$ cat src/shared/sac_pkg.sv
`default_nettype none
package sac_pkg;

  // Register byte addresses on the AXI4-Lite bus
  localparam logic [3:0] ADDR_RESULT  = 4'h0;
  localparam logic [3:0] ADDR_CTRL    = 4'h4;
  localparam logic [3:0] ADDR_IRQ_ST  = 4'h8;
  localparam logic [3:0] ADDR_IRQ_MSK = 4'hC;

  // Control/status field positions
  localparam int DONE_BIT = 7;
  localparam int ON_BIT   = 5;
  localparam int SEL_MSB  = 3;
  localparam int SEL_LSB  = 0;

  // Writable control bits: converter_on and input_select only
  localparam logic [7:0] CTRL_WMASK  = 8'h2F;
  localparam logic [7:0] RESET_VALUE = 8'h00;

  // Conversion timing in converter clock periods, core clocks per converter clock, result bits
  localparam int CONV_CLKS   = 12;
  localparam int LOAD_CLKS   = 4;
  localparam int CORE_PER_CC = 2;
  localparam int RES_BITS    = 8;

  // Interrupt status bits
  localparam int EV_DONE  = 0;
  localparam int EV_ABORT = 1;
  localparam int EV_NUM   = 2;

  // AXI response codes
  localparam logic [1:0] RESP_OKAY   = 2'h0;
  localparam logic [1:0] RESP_SLVERR = 2'h2;

  typedef enum logic [1:0]
  {
    SEQ_IDLE = 2'b00,
    SEQ_LOAD = 2'b01,
    SEQ_STEP = 2'b10
  } sac_seq_t;

endpackage
`default_nettype wire

$ cat src/hdl/sac_ctrl.sv
`timescale 1ns/1ps
`default_nettype none
// Functional notes
// - Result saturates at FFh above high reference, 00h below low, no overflow flag.
// - Conversion is sample loading, then eight approximation steps with sample held.
// - While on, sample and compute repeat back to back without software.
// - A conversion takes twelve converter clocks; converter clock is core clock / 2.
// - Setting converter-on powers up and starts converting the selected input.
// - Each conversion end sets the done flag and a done event; irq rises when that event is unmasked.
// - Result holds until the next conversion finishes, then updates.
// - Control write while on aborts, clears done and restarts a conversion.
// - Done flag bit 7 clears on result read or control write; not writable.
// - Converter-on bit 5: 0 off, 1 on; off stops conversions.
// - Input select bits 3:0 choose analog input 0 to 15 by value.
// - Wait mode leaves converter running; halt mode disables it.
// - Result is read-only 8 bits; both registers reset to zero.
module sac_ctrl
(
  input  wire logic        aclk,
  input  wire logic        aresetn,
  // AXI4-Lite slave
  input  wire logic [3:0]  s_axi_awaddr,
  input  wire logic        s_axi_awvalid,
  output logic             s_axi_awready,
  input  wire logic [31:0] s_axi_wdata,
  input  wire logic [3:0]  s_axi_wstrb,
  input  wire logic        s_axi_wvalid,
  output logic             s_axi_wready,
  output logic [1:0]       s_axi_bresp,
  output logic             s_axi_bvalid,
  input  wire logic        s_axi_bready,
  input  wire logic [3:0]  s_axi_araddr,
  input  wire logic        s_axi_arvalid,
  output logic             s_axi_arready,
  output logic [31:0]      s_axi_rdata,
  output logic [1:0]       s_axi_rresp,
  output logic             s_axi_rvalid,
  input  wire logic        s_axi_rready,
  // Low-power state of the core
  input  wire logic        halt_mode,
  // Analog front end and interrupt request
  input  wire logic        comp_above,
  output logic [3:0]       input_select,
  output logic             sample_en,
  output logic             analog_power,
  output logic [7:0]       trial_code,
  output logic             irq
);

  typedef struct packed
  {
    logic                       awready;
    logic                       wready;
    logic                       aw_held;
    logic                       w_held;
    logic [3:0]                 waddr;
    logic [31:0]                wdata;
    logic [3:0]                 wstrb;
    logic                       bvalid;
    logic [1:0]                 bresp;
    logic                       arready;
    logic                       rvalid;
    logic [31:0]                rdata;
    logic [1:0]                 rresp;
    logic                       done_flag;
    logic                       converter_on;
    logic [3:0]                 input_select;
    logic [7:0]                 result_reg;
    logic [sac_pkg::EV_NUM-1:0] irq_mask;
    sac_pkg::sac_seq_t          seq;
    logic [3:0]                 cnt;
    logic [7:0]                 trial;
    logic                       sample_en;
    logic                       analog_power;
    logic                       restart;
  } sac_state_t;

  sac_state_t st;
  sac_state_t next_st;

  logic                       cc_tick;
  logic [sac_pkg::EV_NUM-1:0] ev;
  logic [sac_pkg::EV_NUM-1:0] ev_clr;
  logic [sac_pkg::EV_NUM-1:0] ev_status;
  logic                       irq_raw;
  logic                       run;

  // Halt stops the converter, wait mode has no effect
  assign run = st.converter_on & ~halt_mode;

  sac_cc_div u_div
  (
    .aclk    (aclk),
    .aresetn (aresetn),
    .run     (run),
    .tick    (cc_tick)
  );

  sac_irq u_irq
  (
    .aclk    (aclk),
    .aresetn (aresetn),
    .ev      (ev),
    .clr     (ev_clr),
    .mask    (st.irq_mask),
    .status  (ev_status),
    .irq     (irq_raw)
  );

  // Bus handshake, register file and the conversion sequencer
  always_comb
  begin
    logic       rd_result;
    logic [7:0] wbyte;
    logic [7:0] ctrl_val;
    logic       bit_keep;
    rd_result = 1'b0;
    wbyte     = 8'h00;
    bit_keep  = 1'b0;
    ev        = '0;
    ev_clr    = '0;
    next_st   = st;
    ctrl_val  = {st.done_flag, 1'b0, st.converter_on, 1'b0, st.input_select};
    next_st.restart = 1'b0;

    // Write address and data may arrive in either order
    if (st.awready && s_axi_awvalid)
    begin
      next_st.awready = 1'b0;
      next_st.aw_held = 1'b1;
      next_st.waddr   = s_axi_awaddr;
    end
    if (st.wready && s_axi_wvalid)
    begin
      next_st.wready = 1'b0;
      next_st.w_held = 1'b1;
      next_st.wdata  = s_axi_wdata;
      next_st.wstrb  = s_axi_wstrb;
    end

    // Perform the write once both halves are held and no response pends
    if (st.aw_held && st.w_held && !st.bvalid)
    begin
      wbyte           = st.wdata[7:0];
      next_st.aw_held = 1'b0;
      next_st.w_held  = 1'b0;
      next_st.bvalid  = 1'b1;
      next_st.bresp   = sac_pkg::RESP_OKAY;
      if (st.waddr == sac_pkg::ADDR_CTRL)
      begin
        // Any control write clears done, even with byte lane 0 off
        next_st.done_flag = 1'b0;
        if (st.wstrb[0])
        begin
          next_st.converter_on = wbyte[sac_pkg::ON_BIT];
          next_st.input_select = wbyte[sac_pkg::SEL_MSB:sac_pkg::SEL_LSB];
        end
        // Write while on aborts and restarts
        if (st.converter_on && st.seq != sac_pkg::SEQ_IDLE)
          ev[sac_pkg::EV_ABORT] = 1'b1;
        next_st.restart = 1'b1;
      end
      else if (st.waddr == sac_pkg::ADDR_IRQ_ST)
      begin
        if (st.wstrb[0])
          ev_clr = wbyte[sac_pkg::EV_NUM-1:0];
      end
      else if (st.waddr == sac_pkg::ADDR_IRQ_MSK)
      begin
        if (st.wstrb[0])
          next_st.irq_mask = wbyte[sac_pkg::EV_NUM-1:0];
      end
      else if (st.waddr != sac_pkg::ADDR_RESULT)
        next_st.bresp = sac_pkg::RESP_SLVERR;
      // Result register is read-only; writes are accepted and dropped
    end
    if (st.bvalid && s_axi_bready)
    begin
      next_st.bvalid  = 1'b0;
      next_st.awready = 1'b1;
      next_st.wready  = 1'b1;
    end

    // Read channel; one read at a time
    if (st.arready && s_axi_arvalid)
    begin
      next_st.arready = 1'b0;
      next_st.rvalid  = 1'b1;
      next_st.rresp   = sac_pkg::RESP_OKAY;
      if (s_axi_araddr == sac_pkg::ADDR_RESULT)
      begin
        next_st.rdata = {24'h000000, st.result_reg};
        rd_result     = 1'b1;
      end
      else if (s_axi_araddr == sac_pkg::ADDR_CTRL)
        next_st.rdata = {24'h000000, ctrl_val};
      else if (s_axi_araddr == sac_pkg::ADDR_IRQ_ST)
        next_st.rdata = {30'h00000000, ev_status};
      else if (s_axi_araddr == sac_pkg::ADDR_IRQ_MSK)
        next_st.rdata = {30'h00000000, st.irq_mask};
      else
      begin
        next_st.rdata = 32'h00000000;
        next_st.rresp = sac_pkg::RESP_SLVERR;
      end
    end
    if (st.rvalid && s_axi_rready)
    begin
      next_st.rvalid  = 1'b0;
      next_st.arready = 1'b1;
    end
    // Result read clears done
    if (rd_result)
      next_st.done_flag = 1'b0;

    // Sequencer: idle while off, restarts on control write
    next_st.analog_power = run;
    if (!run || st.restart)
    begin
      next_st.seq       = sac_pkg::SEQ_IDLE;
      next_st.sample_en = 1'b0;
      next_st.cnt       = 4'h0;
      next_st.trial     = 8'h00;
    end
    else if (cc_tick)
    begin
      case (st.seq)
        sac_pkg::SEQ_IDLE:
        begin
          // First conversion after switch-on or restart
          next_st.seq       = sac_pkg::SEQ_LOAD;
          next_st.cnt       = 4'h1;
          next_st.sample_en = 1'b1;
          next_st.trial     = 8'h00;
        end
        sac_pkg::SEQ_LOAD:
        begin
          if (st.cnt == 4'(sac_pkg::LOAD_CLKS))
          begin
            // Sample isolated while computing; MSB trial first
            next_st.seq       = sac_pkg::SEQ_STEP;
            next_st.sample_en = 1'b0;
            next_st.trial     = 8'h80;
          end
          next_st.cnt = st.cnt + 4'h1;
        end
        sac_pkg::SEQ_STEP:
        begin
          // Keep trial bit if input is above trial code
          bit_keep = comp_above;
          next_st.trial = st.trial;
          if (!bit_keep)
            next_st.trial = st.trial & ~(st.trial & ~(st.trial - 8'h01));
          if (st.cnt == 4'(sac_pkg::CONV_CLKS))
          begin
            // Full-scale and zero saturate naturally, no overflow
            next_st.result_reg = next_st.trial;
            next_st.done_flag  = 1'b1;
            ev[sac_pkg::EV_DONE] = 1'b1;
            // Loop back to sampling with no software action
            next_st.seq       = sac_pkg::SEQ_LOAD;
            next_st.cnt       = 4'h1;
            next_st.sample_en = 1'b1;
          end
          else
          begin
            next_st.trial = next_st.trial | ((st.trial & ~(st.trial - 8'h01)) >> 1);
            next_st.cnt   = st.cnt + 4'h1;
          end
        end
        default:
          next_st.seq = sac_pkg::SEQ_IDLE;
      endcase
    end
  end

  // Single state register; converter clock derived from aclk / 2
  always_ff @(posedge aclk)
  begin
    if (!aresetn)
    begin
      st         <= '0;
      st.awready <= 1'b1;
      st.wready  <= 1'b1;
      st.arready <= 1'b1;
    end
    else
      st <= next_st;
  end

  // Outputs straight from state flops
  assign s_axi_awready = st.awready;
  assign s_axi_wready  = st.wready;
  assign s_axi_bvalid  = st.bvalid;
  assign s_axi_bresp   = st.bresp;
  assign s_axi_arready = st.arready;
  assign s_axi_rvalid  = st.rvalid;
  assign s_axi_rdata   = st.rdata;
  assign s_axi_rresp   = st.rresp;
  assign input_select  = st.input_select;
  assign sample_en     = st.sample_en;
  assign analog_power  = st.analog_power;
  assign trial_code    = st.trial;
  assign irq           = irq_raw;

endmodule
`default_nettype wire

$ cat src/hdl/sac_cc_div.sv
`timescale 1ns/1ps
`default_nettype none
// Converter clock enable at half the core rate; held in phase while off
module sac_cc_div
(
  input  wire logic aclk,
  input  wire logic aresetn,
  input  wire logic run,
  output logic      tick
);

  typedef struct packed
  {
    logic ph;
    logic tick;
  } sac_div_t;

  sac_div_t st;
  sac_div_t next_st;

  // Tick on every second core edge while running
  always_comb
  begin
    next_st      = st;
    next_st.tick = 1'b0;
    if (!run)
      next_st.ph = 1'b0;
    else
    begin
      next_st.ph   = ~st.ph;
      next_st.tick = st.ph;
    end
  end

  always_ff @(posedge aclk)
  begin
    if (!aresetn)
      st <= '0;
    else
      st <= next_st;
  end

  assign tick = st.tick;

endmodule
`default_nettype wire

$ cat src/hdl/sac_irq.sv
`timescale 1ns/1ps
`default_nettype none
// Sticky event flags, write one to clear; set beats clear
module sac_irq
(
  input  wire logic                      aclk,
  input  wire logic                      aresetn,
  input  wire logic [sac_pkg::EV_NUM-1:0] ev,
  input  wire logic [sac_pkg::EV_NUM-1:0] clr,
  input  wire logic [sac_pkg::EV_NUM-1:0] mask,
  output logic      [sac_pkg::EV_NUM-1:0] status,
  output logic                           irq
);

  typedef struct packed
  {
    logic [sac_pkg::EV_NUM-1:0] status;
    logic                       irq;
  } sac_irq_st_t;

  sac_irq_st_t st;
  sac_irq_st_t next_st;

  always_comb
  begin
    next_st        = st;
    next_st.status = (st.status & ~clr) | ev;
    next_st.irq    = |(next_st.status & mask);
  end

  always_ff @(posedge aclk)
  begin
    if (!aresetn)
      st <= '0;
    else
      st <= next_st;
  end

  assign status = st.status;
  assign irq    = st.irq;

endmodule
`default_nettype wire

$ cat config.mk
export PLATFORM = sky130hd
export DESIGN_NAME = sac_ctrl
export DESIGN_NICKNAME = d
export VERILOG_FILES = /design/src/shared/sac_pkg.sv /design/src/hdl/sac_ctrl.sv /design/src/hdl/sac_cc_div.sv /design/src/hdl/sac_irq.sv
export SDC_FILE = /design/constraint.sdc
export NUM_CORES = 1
export LEC_CHECK = 0
export ABC_AREA = 1
export BUFFER_PORTS_ARGS = -buffer_cell sky130_fd_sc_hd__buf_2
export CORE_UTILIZATION = 51
export CTS_BUF_LIST = sky130_fd_sc_hd__clkbuf_4 sky130_fd_sc_hd__clkbuf_8 sky130_fd_sc_hd__clkbuf_16
export DETAILED_ROUTE_END_ITERATION = 7
export PLACE_DENSITY = 0.81
export SLEW_MARGIN = 40
export SYNTH_ARGS = -nofsm -noshare
export SYNTH_HDL_FRONTEND = slang
export SYNTH_SLANG_ARGS = --single-unit
$ cat constraint.sdc
create_clock -name aclk -period 1.75 [get_ports aclk]
set_input_delay 0.525 -clock aclk [delete_from_list [all_inputs] [get_ports aclk]]
set_output_delay 0.525 -clock aclk [all_outputs]
set_load 0.01 [all_outputs]
==> results.md, run 1 <==
* Status: complete, no violations
* Total GRT Usage at 21.1%
* Die X at 82.4 um
* Vias/cell at around 4.9
* Row count at 28
* Yosys top cell area share at between 30 and 40%
* Post-synth EDFFs at 0
* Number of library cell types mapped by synthesis at 33
* I/O pin cnt at 109
* Net Sw Power at 748 uW
* Core area at 6060 um^2
* Mean routed wirelength per cell at 11.2 um
* Net Sw Frac at 23.4%
* Longest Clk Path Bufs at 2
* FMAX at 642 MHz
* CP Class: register to register
* Final WL at ~6500 um
* Clock Skew at 15.3 ps
* CTS tree: yes
* Area leader, netlist: dfxtp_1
* DRC viols at 0
* Startpoint types: register
* Minimum clock period at 1560 ps
* Fraction of layout cells with a size suffix above 1 at 18.2%
* Routability cong. at 0.903
* Port bufs at 52
* Prevailing post-synth register cell: dfxtp_1
* Root Buffer: clkbuf_8
* WHS Path Cells at 1
* DR iter-0 viols at 164
* Final count of negative-setup-slack endpoints at 0
* Grt total ovfl at 0
* Total CTS buffers at 9
* Worst path slowest cell: dfxtp_1
* Final Core Density at 59.5%
* Sequential-to-total area share from yosys stat at about 40%
* Hold Buf Count CTS at 0
* CP cell instances: inv_1 > ha_1 > inv_1 > nor2_4 > nand2_4 > inv_2 > o21ai_0 > nor2_1
* Clk pin slew, worst setup/hold paths at 70 ps
* Comb power frac at 6.6%
* Clock Power Share at approximately 45%
* Critical path's largest stage delay at 410 ps
* Setup TNS at 0 ps
* Drt pass-1 iters at 5
* Lkg Pwr at ~0.0017 uW
* DIE HEIGHT at approximately 82 um
* Peak fanout along the critical path at 11
* Pwr/cell area at 885 nW/um^2
* WP data arrival at 1790 ps
* Max-slew violations at 0
* Sequential share of power at between 40% and 50%
* Unrepaired setup endpoints after global routing: no
* Worst reg2reg path depth at 8
* Synth Warn # at 0
* Synth top area cells: dfxtp_1 39%, buf_4 11%, nand2_1 9.7%, nor2_1 9.5%, inv_1 5.1%
* HP Class: register to register
* Vias at around 2800
* Initial antenna violation count at 0
* Worst-skew pair later-pin latency at 340 ps
* Final-stage net count at 561
* Post-synthesis cell count at 463
* Pre-CTS setup slack at approximately 110 ps
* Commonest cells in the synthesized netlist: 85 x nand2_1, 83 x nor2_1, 65 x dfxtp_1, 48 x buf_4, 45 x inv_1
* Vias in the first global route at 2524
* Fillers at 590
* Initial core utilization at approximately 54%
* Synth async-reset ratio at 0%
* Fin. Hold Viols at 0
* DRT antenna net count at 0
* Final critical-path share of the clock period at 89.0%
* Crit end category: register
* Largest net degree at the start of global routing at 31
* Most used cell, CP: inv_1
* TritonCTS Sinks at 65
* Ant diodes at 0
* Most frequent cell after synthesis: nand2_1
* Flops & latches, synth at 65
* Worst Path Required at 1980 ps
* Synth Area per Inst at 7.12 um^2
* # Max-Cap Violations at 0
* Area grow syn2layout at 9.49%
* Max rail drop VDD at 0.000559 V
* Die area at 6790 um^2
* Internal at 2450 uW
* H-tree depth at 3
* Mapped Area at between 3000 and 4000 um^2
* Setup bufs post-CTS at 0
* Hpwl dp at 4800 um
* First-pass GRT wire length at about 11000 um
* Fin worst setup slack at 192 ps
placed cells by master (no fill, tap or decap), types with 4 or more instances in the layout:
cell and n:
o21ai_0 32, nand2_1 85, inv_1 45, conb_1 26
clkbuf_8 9, ha_1 7, dfxtp_1 65, nand3_1 19
nor2_2 6, buf_2 52, a31oi_1 5, a21oi_1 26
nor2_1 83, nand3b_1 4, nand4_1 6
state kept, by name, indices dropped and copies added, names as in the netlist:
signal and flops:
analog_power 1, input_select 4, s_axi_arready 1, s_axi_awready 1, s_axi_bresp 1, s_axi_bvalid 1
s_axi_rdata 8, s_axi_rresp 1, s_axi_rvalid 1, s_axi_wready 1, sample_en 1, st 31
trial_code 8, u_div.st 1, u_div.tick 1, u_irq.irq 1, u_irq.status 2
final cells by class:
class | count | area, um^2 | area share, %
tap | 75 | 93.8 | 2.60
clock inverter | 4 | 77.6 | 2.15
multi-input combinational | 321 | 1520 | 42.2
timing repair buffer | 55 | 283 | 7.84
sequential | 65 | 1300 | 36.1
inverter | 49 | 184 | 5.10
clock buffer | 12 | 146 | 4.06
cells by family after synthesis:
group / count (synthesis) / synth area share (%)
adder cells (fa/ha/maj): 7 / 2.66
flip-flops: 65 / 39.5
other: 1 / 0.114
AO/OA/AOI/OAI: 72 / 11.7
AND/OR/NAND/NOR: 216 / 28.7
buffers and inverters: 102 / 17.3
stage by stage:
step | area, um^2 | cells | total power (uW) | hold slack [ps]
after floorplan | 3390 | 488 | 1770 | 391
after global placement | 3380 | 565 | 1780 | 397
final | 3610 | 581 | 3190 | 414
after CTS | 3600 | 581 | 3220 | 411
after detailed placement | 3380 | 565 | 1790 | 407
after global routing | 3610 | 581 | 3320 | 432
worst max-delay path: cells and delay by family (launching register included):
family / cells / cell delay (ps)
fa+ha+maj: 1 / 260
compound gates: 1 / 170
flops: 1 / 410
buf+inv: 3 / 360
simple gates: 3 / 250
path summary, 6_finish.rpt:
path | slack (ps) | end | start
worst min register to register | 410 | u_div.st[1] | u_div.st[1]
worst max register to register | 190 | st[24] | st[15]
worst max-delay path | 190 | st[24] | st[15]
worst min-delay path | 410 | u_div.st[1] | u_div.st[1]
per-layer routing:
metal / wire length, um / global-route usage (%) / vias up / share of wire (%)
li1: - / - / 1469 / -
met1: 3030 / 26.2 / 1280 / 47
met2: 2990 / 34.9 / 89 / 46
met3: 393 / 4.73 / 9 / 6.0
met4: 98 / 9.30 / 0 / 1.5
met5: 0 / 0 / - / 0
repair_timing:
action | in CTS | in global routing
setup endpoints to repair | 0 | 4
resized for setup | 0 | 1
hold endpoints to repair | 0 | 0
power groups by stage:
stage	logic (uW)	registers (uW)	clock network, uW
6_report	212	1550	1440
3_5_place_dp	210	1580	0
4_1_cts	212	1550	1460
2_1_floorplan	185	1580	0
5_1_grt	251	1550	1520
3_3_place_gp	205	1580	0
Note: power is estimated with default switching activity, not from simulation.
==> inputs of run 2 (changes only) <==
--- a/config.mk
+++ b/config.mk
@@ -10,7 +10,9 @@
 export CORE_UTILIZATION = 51
 export CTS_BUF_LIST = sky130_fd_sc_hd__clkbuf_4 sky130_fd_sc_hd__clkbuf_8 sky130_fd_sc_hd__clkbuf_16
 export DETAILED_ROUTE_END_ITERATION = 7
+export GPL_TIMING_DRIVEN = 0
 export PLACE_DENSITY = 0.81
+export SETUP_SLACK_MARGIN = 0.3
 export SLEW_MARGIN = 40
 export SYNTH_ARGS = -nofsm -noshare
 export SYNTH_HDL_FRONTEND = slang
==> results.md, run 2 (synthesis results as in run 1) <==
* Total GRT Usage at 24.0%
* Setup TNS at 0 ps
* Worst reg2reg path depth at 8
* WP data arrival at 1780 ps
* Final Core Density at between 70 and 80%
* WHS Endpoint: s_axi_arready
* H-tree depth at 3
* Minimum clock period at 1510 ps
* Fraction of layout cells with a size suffix above 1 at 33.6%
* I/O pin cnt at 109
* HP Class: primary input to register
* Final count of negative-setup-slack endpoints at 0
* Most frequent cells in the layout: 85 x nand2_1, 82 x nor2_1, 61 x buf_4, 44 x inv_1, 38 x dfxtp_1
* DIE HEIGHT at 82.4 um
* Startpoint types: register
* Final WL at slightly below 8000 um
* Die X at around 80 um
* Post-route cell area at 4410 um^2
* Buf+Inv Stages, Crit Path at 1
* Status: complete, no violations
* Max rail drop VDD at 0.000534 V
* Routability cong. at 0.901
* Final-stage net count at 632
* Crit end category: register
* Area grow syn2layout at 33.9%
* Lkg Pwr at 0.00206 uW
* Worst Setup SP: st[12]
* Peak fanout along the critical path at 6
* Clk pin slew, worst setup/hold paths at about 70 ps
* CTS tree: yes
* Worst r2r src: st[12]
* Fillers at 473
* Worst r2r dst: trial_code[6]
* Ant diodes at 0
* CP cell instances: inv_1 > ha_4 > nand3_1 > nand2_4 > nand3_2 > nor2_4 > nand2_1 > a21oi_1
* Fin. Hold Viols at 0
* Die area at 6790 um^2
* Hpwl dp at 5170 um
* Worst Path Required at roughly 2000 ps
* FMAX at ~660 MHz
* Total CTS buffers at 9
* Grt total ovfl at 0
* DRT antenna net count at 0
* Row count at 28
* Pwr/cell area at 749 nW/um^2
* Longest Clk Path Bufs at 2
* Min-delay src: s_axi_rready
* Critical path's largest stage delay at about 340 ps
* Worst path slowest cell: dfxtp_2
* Vias in the first global route at 2844
* Hold Buf Count CTS at 0
* Top Family by Delay on Critical Path: simple AND/OR/NAND/NOR gates
* # Max-Cap Violations at 0
* Root Buffer: clkbuf_8
* Most common cell after layout, fill and taps aside: nand2_1
* Vias/cell at 4.88
* Worst-skew pair later-pin latency at roughly 350 ps
* Vias at 3182
* Max FFs per register at 31
* Largest net degree at the start of global routing at 12
* Initial core utilization at 54.4%
* Register-to-register setup slack at 240 ps
* Max-slew violations at 0
* Clock Skew at around 6.9 ps
* Core area at between 6000 and 7000 um^2
* DRC viols at 0
* Initial antenna violation count at 0
* Mean routed wirelength per cell at 12.1 um
* Port bufs at 52
* Unrepaired setup endpoints after global routing: yes
* WHS Path Cells at 3
* Biggest register: st
* Final critical-path share of the clock period at a little under 90%
* Post-DP Area at 3740 um^2
* DR iter-0 viols at 167
* CP Class: register to register
* First-pass GRT wire length at around 12000 um
* TritonCTS Sinks at 65
* Drt pass-1 iters at 4
[run 2: cell count changes in the layout (fill, tap and decap cells not counted), sizes merged]
cell / delta
clkinvlp: +2
clkinv: -2
clkbuf: +3
buf: +67
nand2: +1
[run 2: what timing repair did]
action                                  in CTS  in global routing
endpoints found under the setup margin      24                 47
cloned                                       0                  1
resized for setup                           32                 49
pin swaps                                    0                  4
buffers inserted                            12                  8
[run 2: metrics by stage]
stage / total power, uW / std cells / hold slack [ps] / setup WS, ps
global placement: 1830 / 615 / 396 / 198
CTS: 3310 / 643 / 403 / 286
floorplan: 1770 / 488 / 391 / 432
global route: 3420 / 652 / 415 / 143
detailed placement: 1840 / 615 / 402 / 153
finish: 3300 / 652 / 406 / 236
[run 2: per-layer routing]
layer | global-route usage (%) | routed length, um
met2 | 40.7 | 3930
met5 | 0 | 0
met1 | 28.6 | 3270
met4 | 11.1 | 151
met3 | 5.49 | 558
[run 2: worst min-delay path, cell delays in order]
cell and delay, ps:
buf_2 80, a21oi_1 70, nand2_1 60
[run 2: worst max-delay path by stage]
| stage | endpoint | slack (ps) | cells after the start |
|---|---|---|---|
| 4_1_cts | trial_code[3] | 290 | 2 |
| 2_1_floorplan | u_irq.irq | 430 | 9 |
| 3_5_place_dp | st[32] | 150 | 6 |
| 5_1_grt | trial_code[6] | 140 | 8 |
| 6_report | trial_code[6] | 240 | 8 |
| 3_3_place_gp | st[32] | 200 | 6 |
[run 2: power by group]
part	total [uW]	internal [uW]	switching (uW)
logic	279	121	158
registers	1540	1510	27.4
clock network	1480	896	589
total	3300	2530	774
[run 2: cell type report]
| type | instances | area [um^2] | area share (%) |
|---|---|---|---|
| Buffer | 53 | 413 | 9.36 |
| Sequential cell | 65 | 1350 | 30.5 |
| Inverter | 49 | 186 | 4.23 |
| Clock buffer | 12 | 159 | 3.60 |
| Clock inverter | 4 | 75.1 | 1.70 |
| Tap cell | 75 | 93.8 | 2.13 |
| Timing Repair Buffer | 72 | 548 | 12.4 |
| Multi-Input combinational cell | 322 | 1590 | 36.0 |
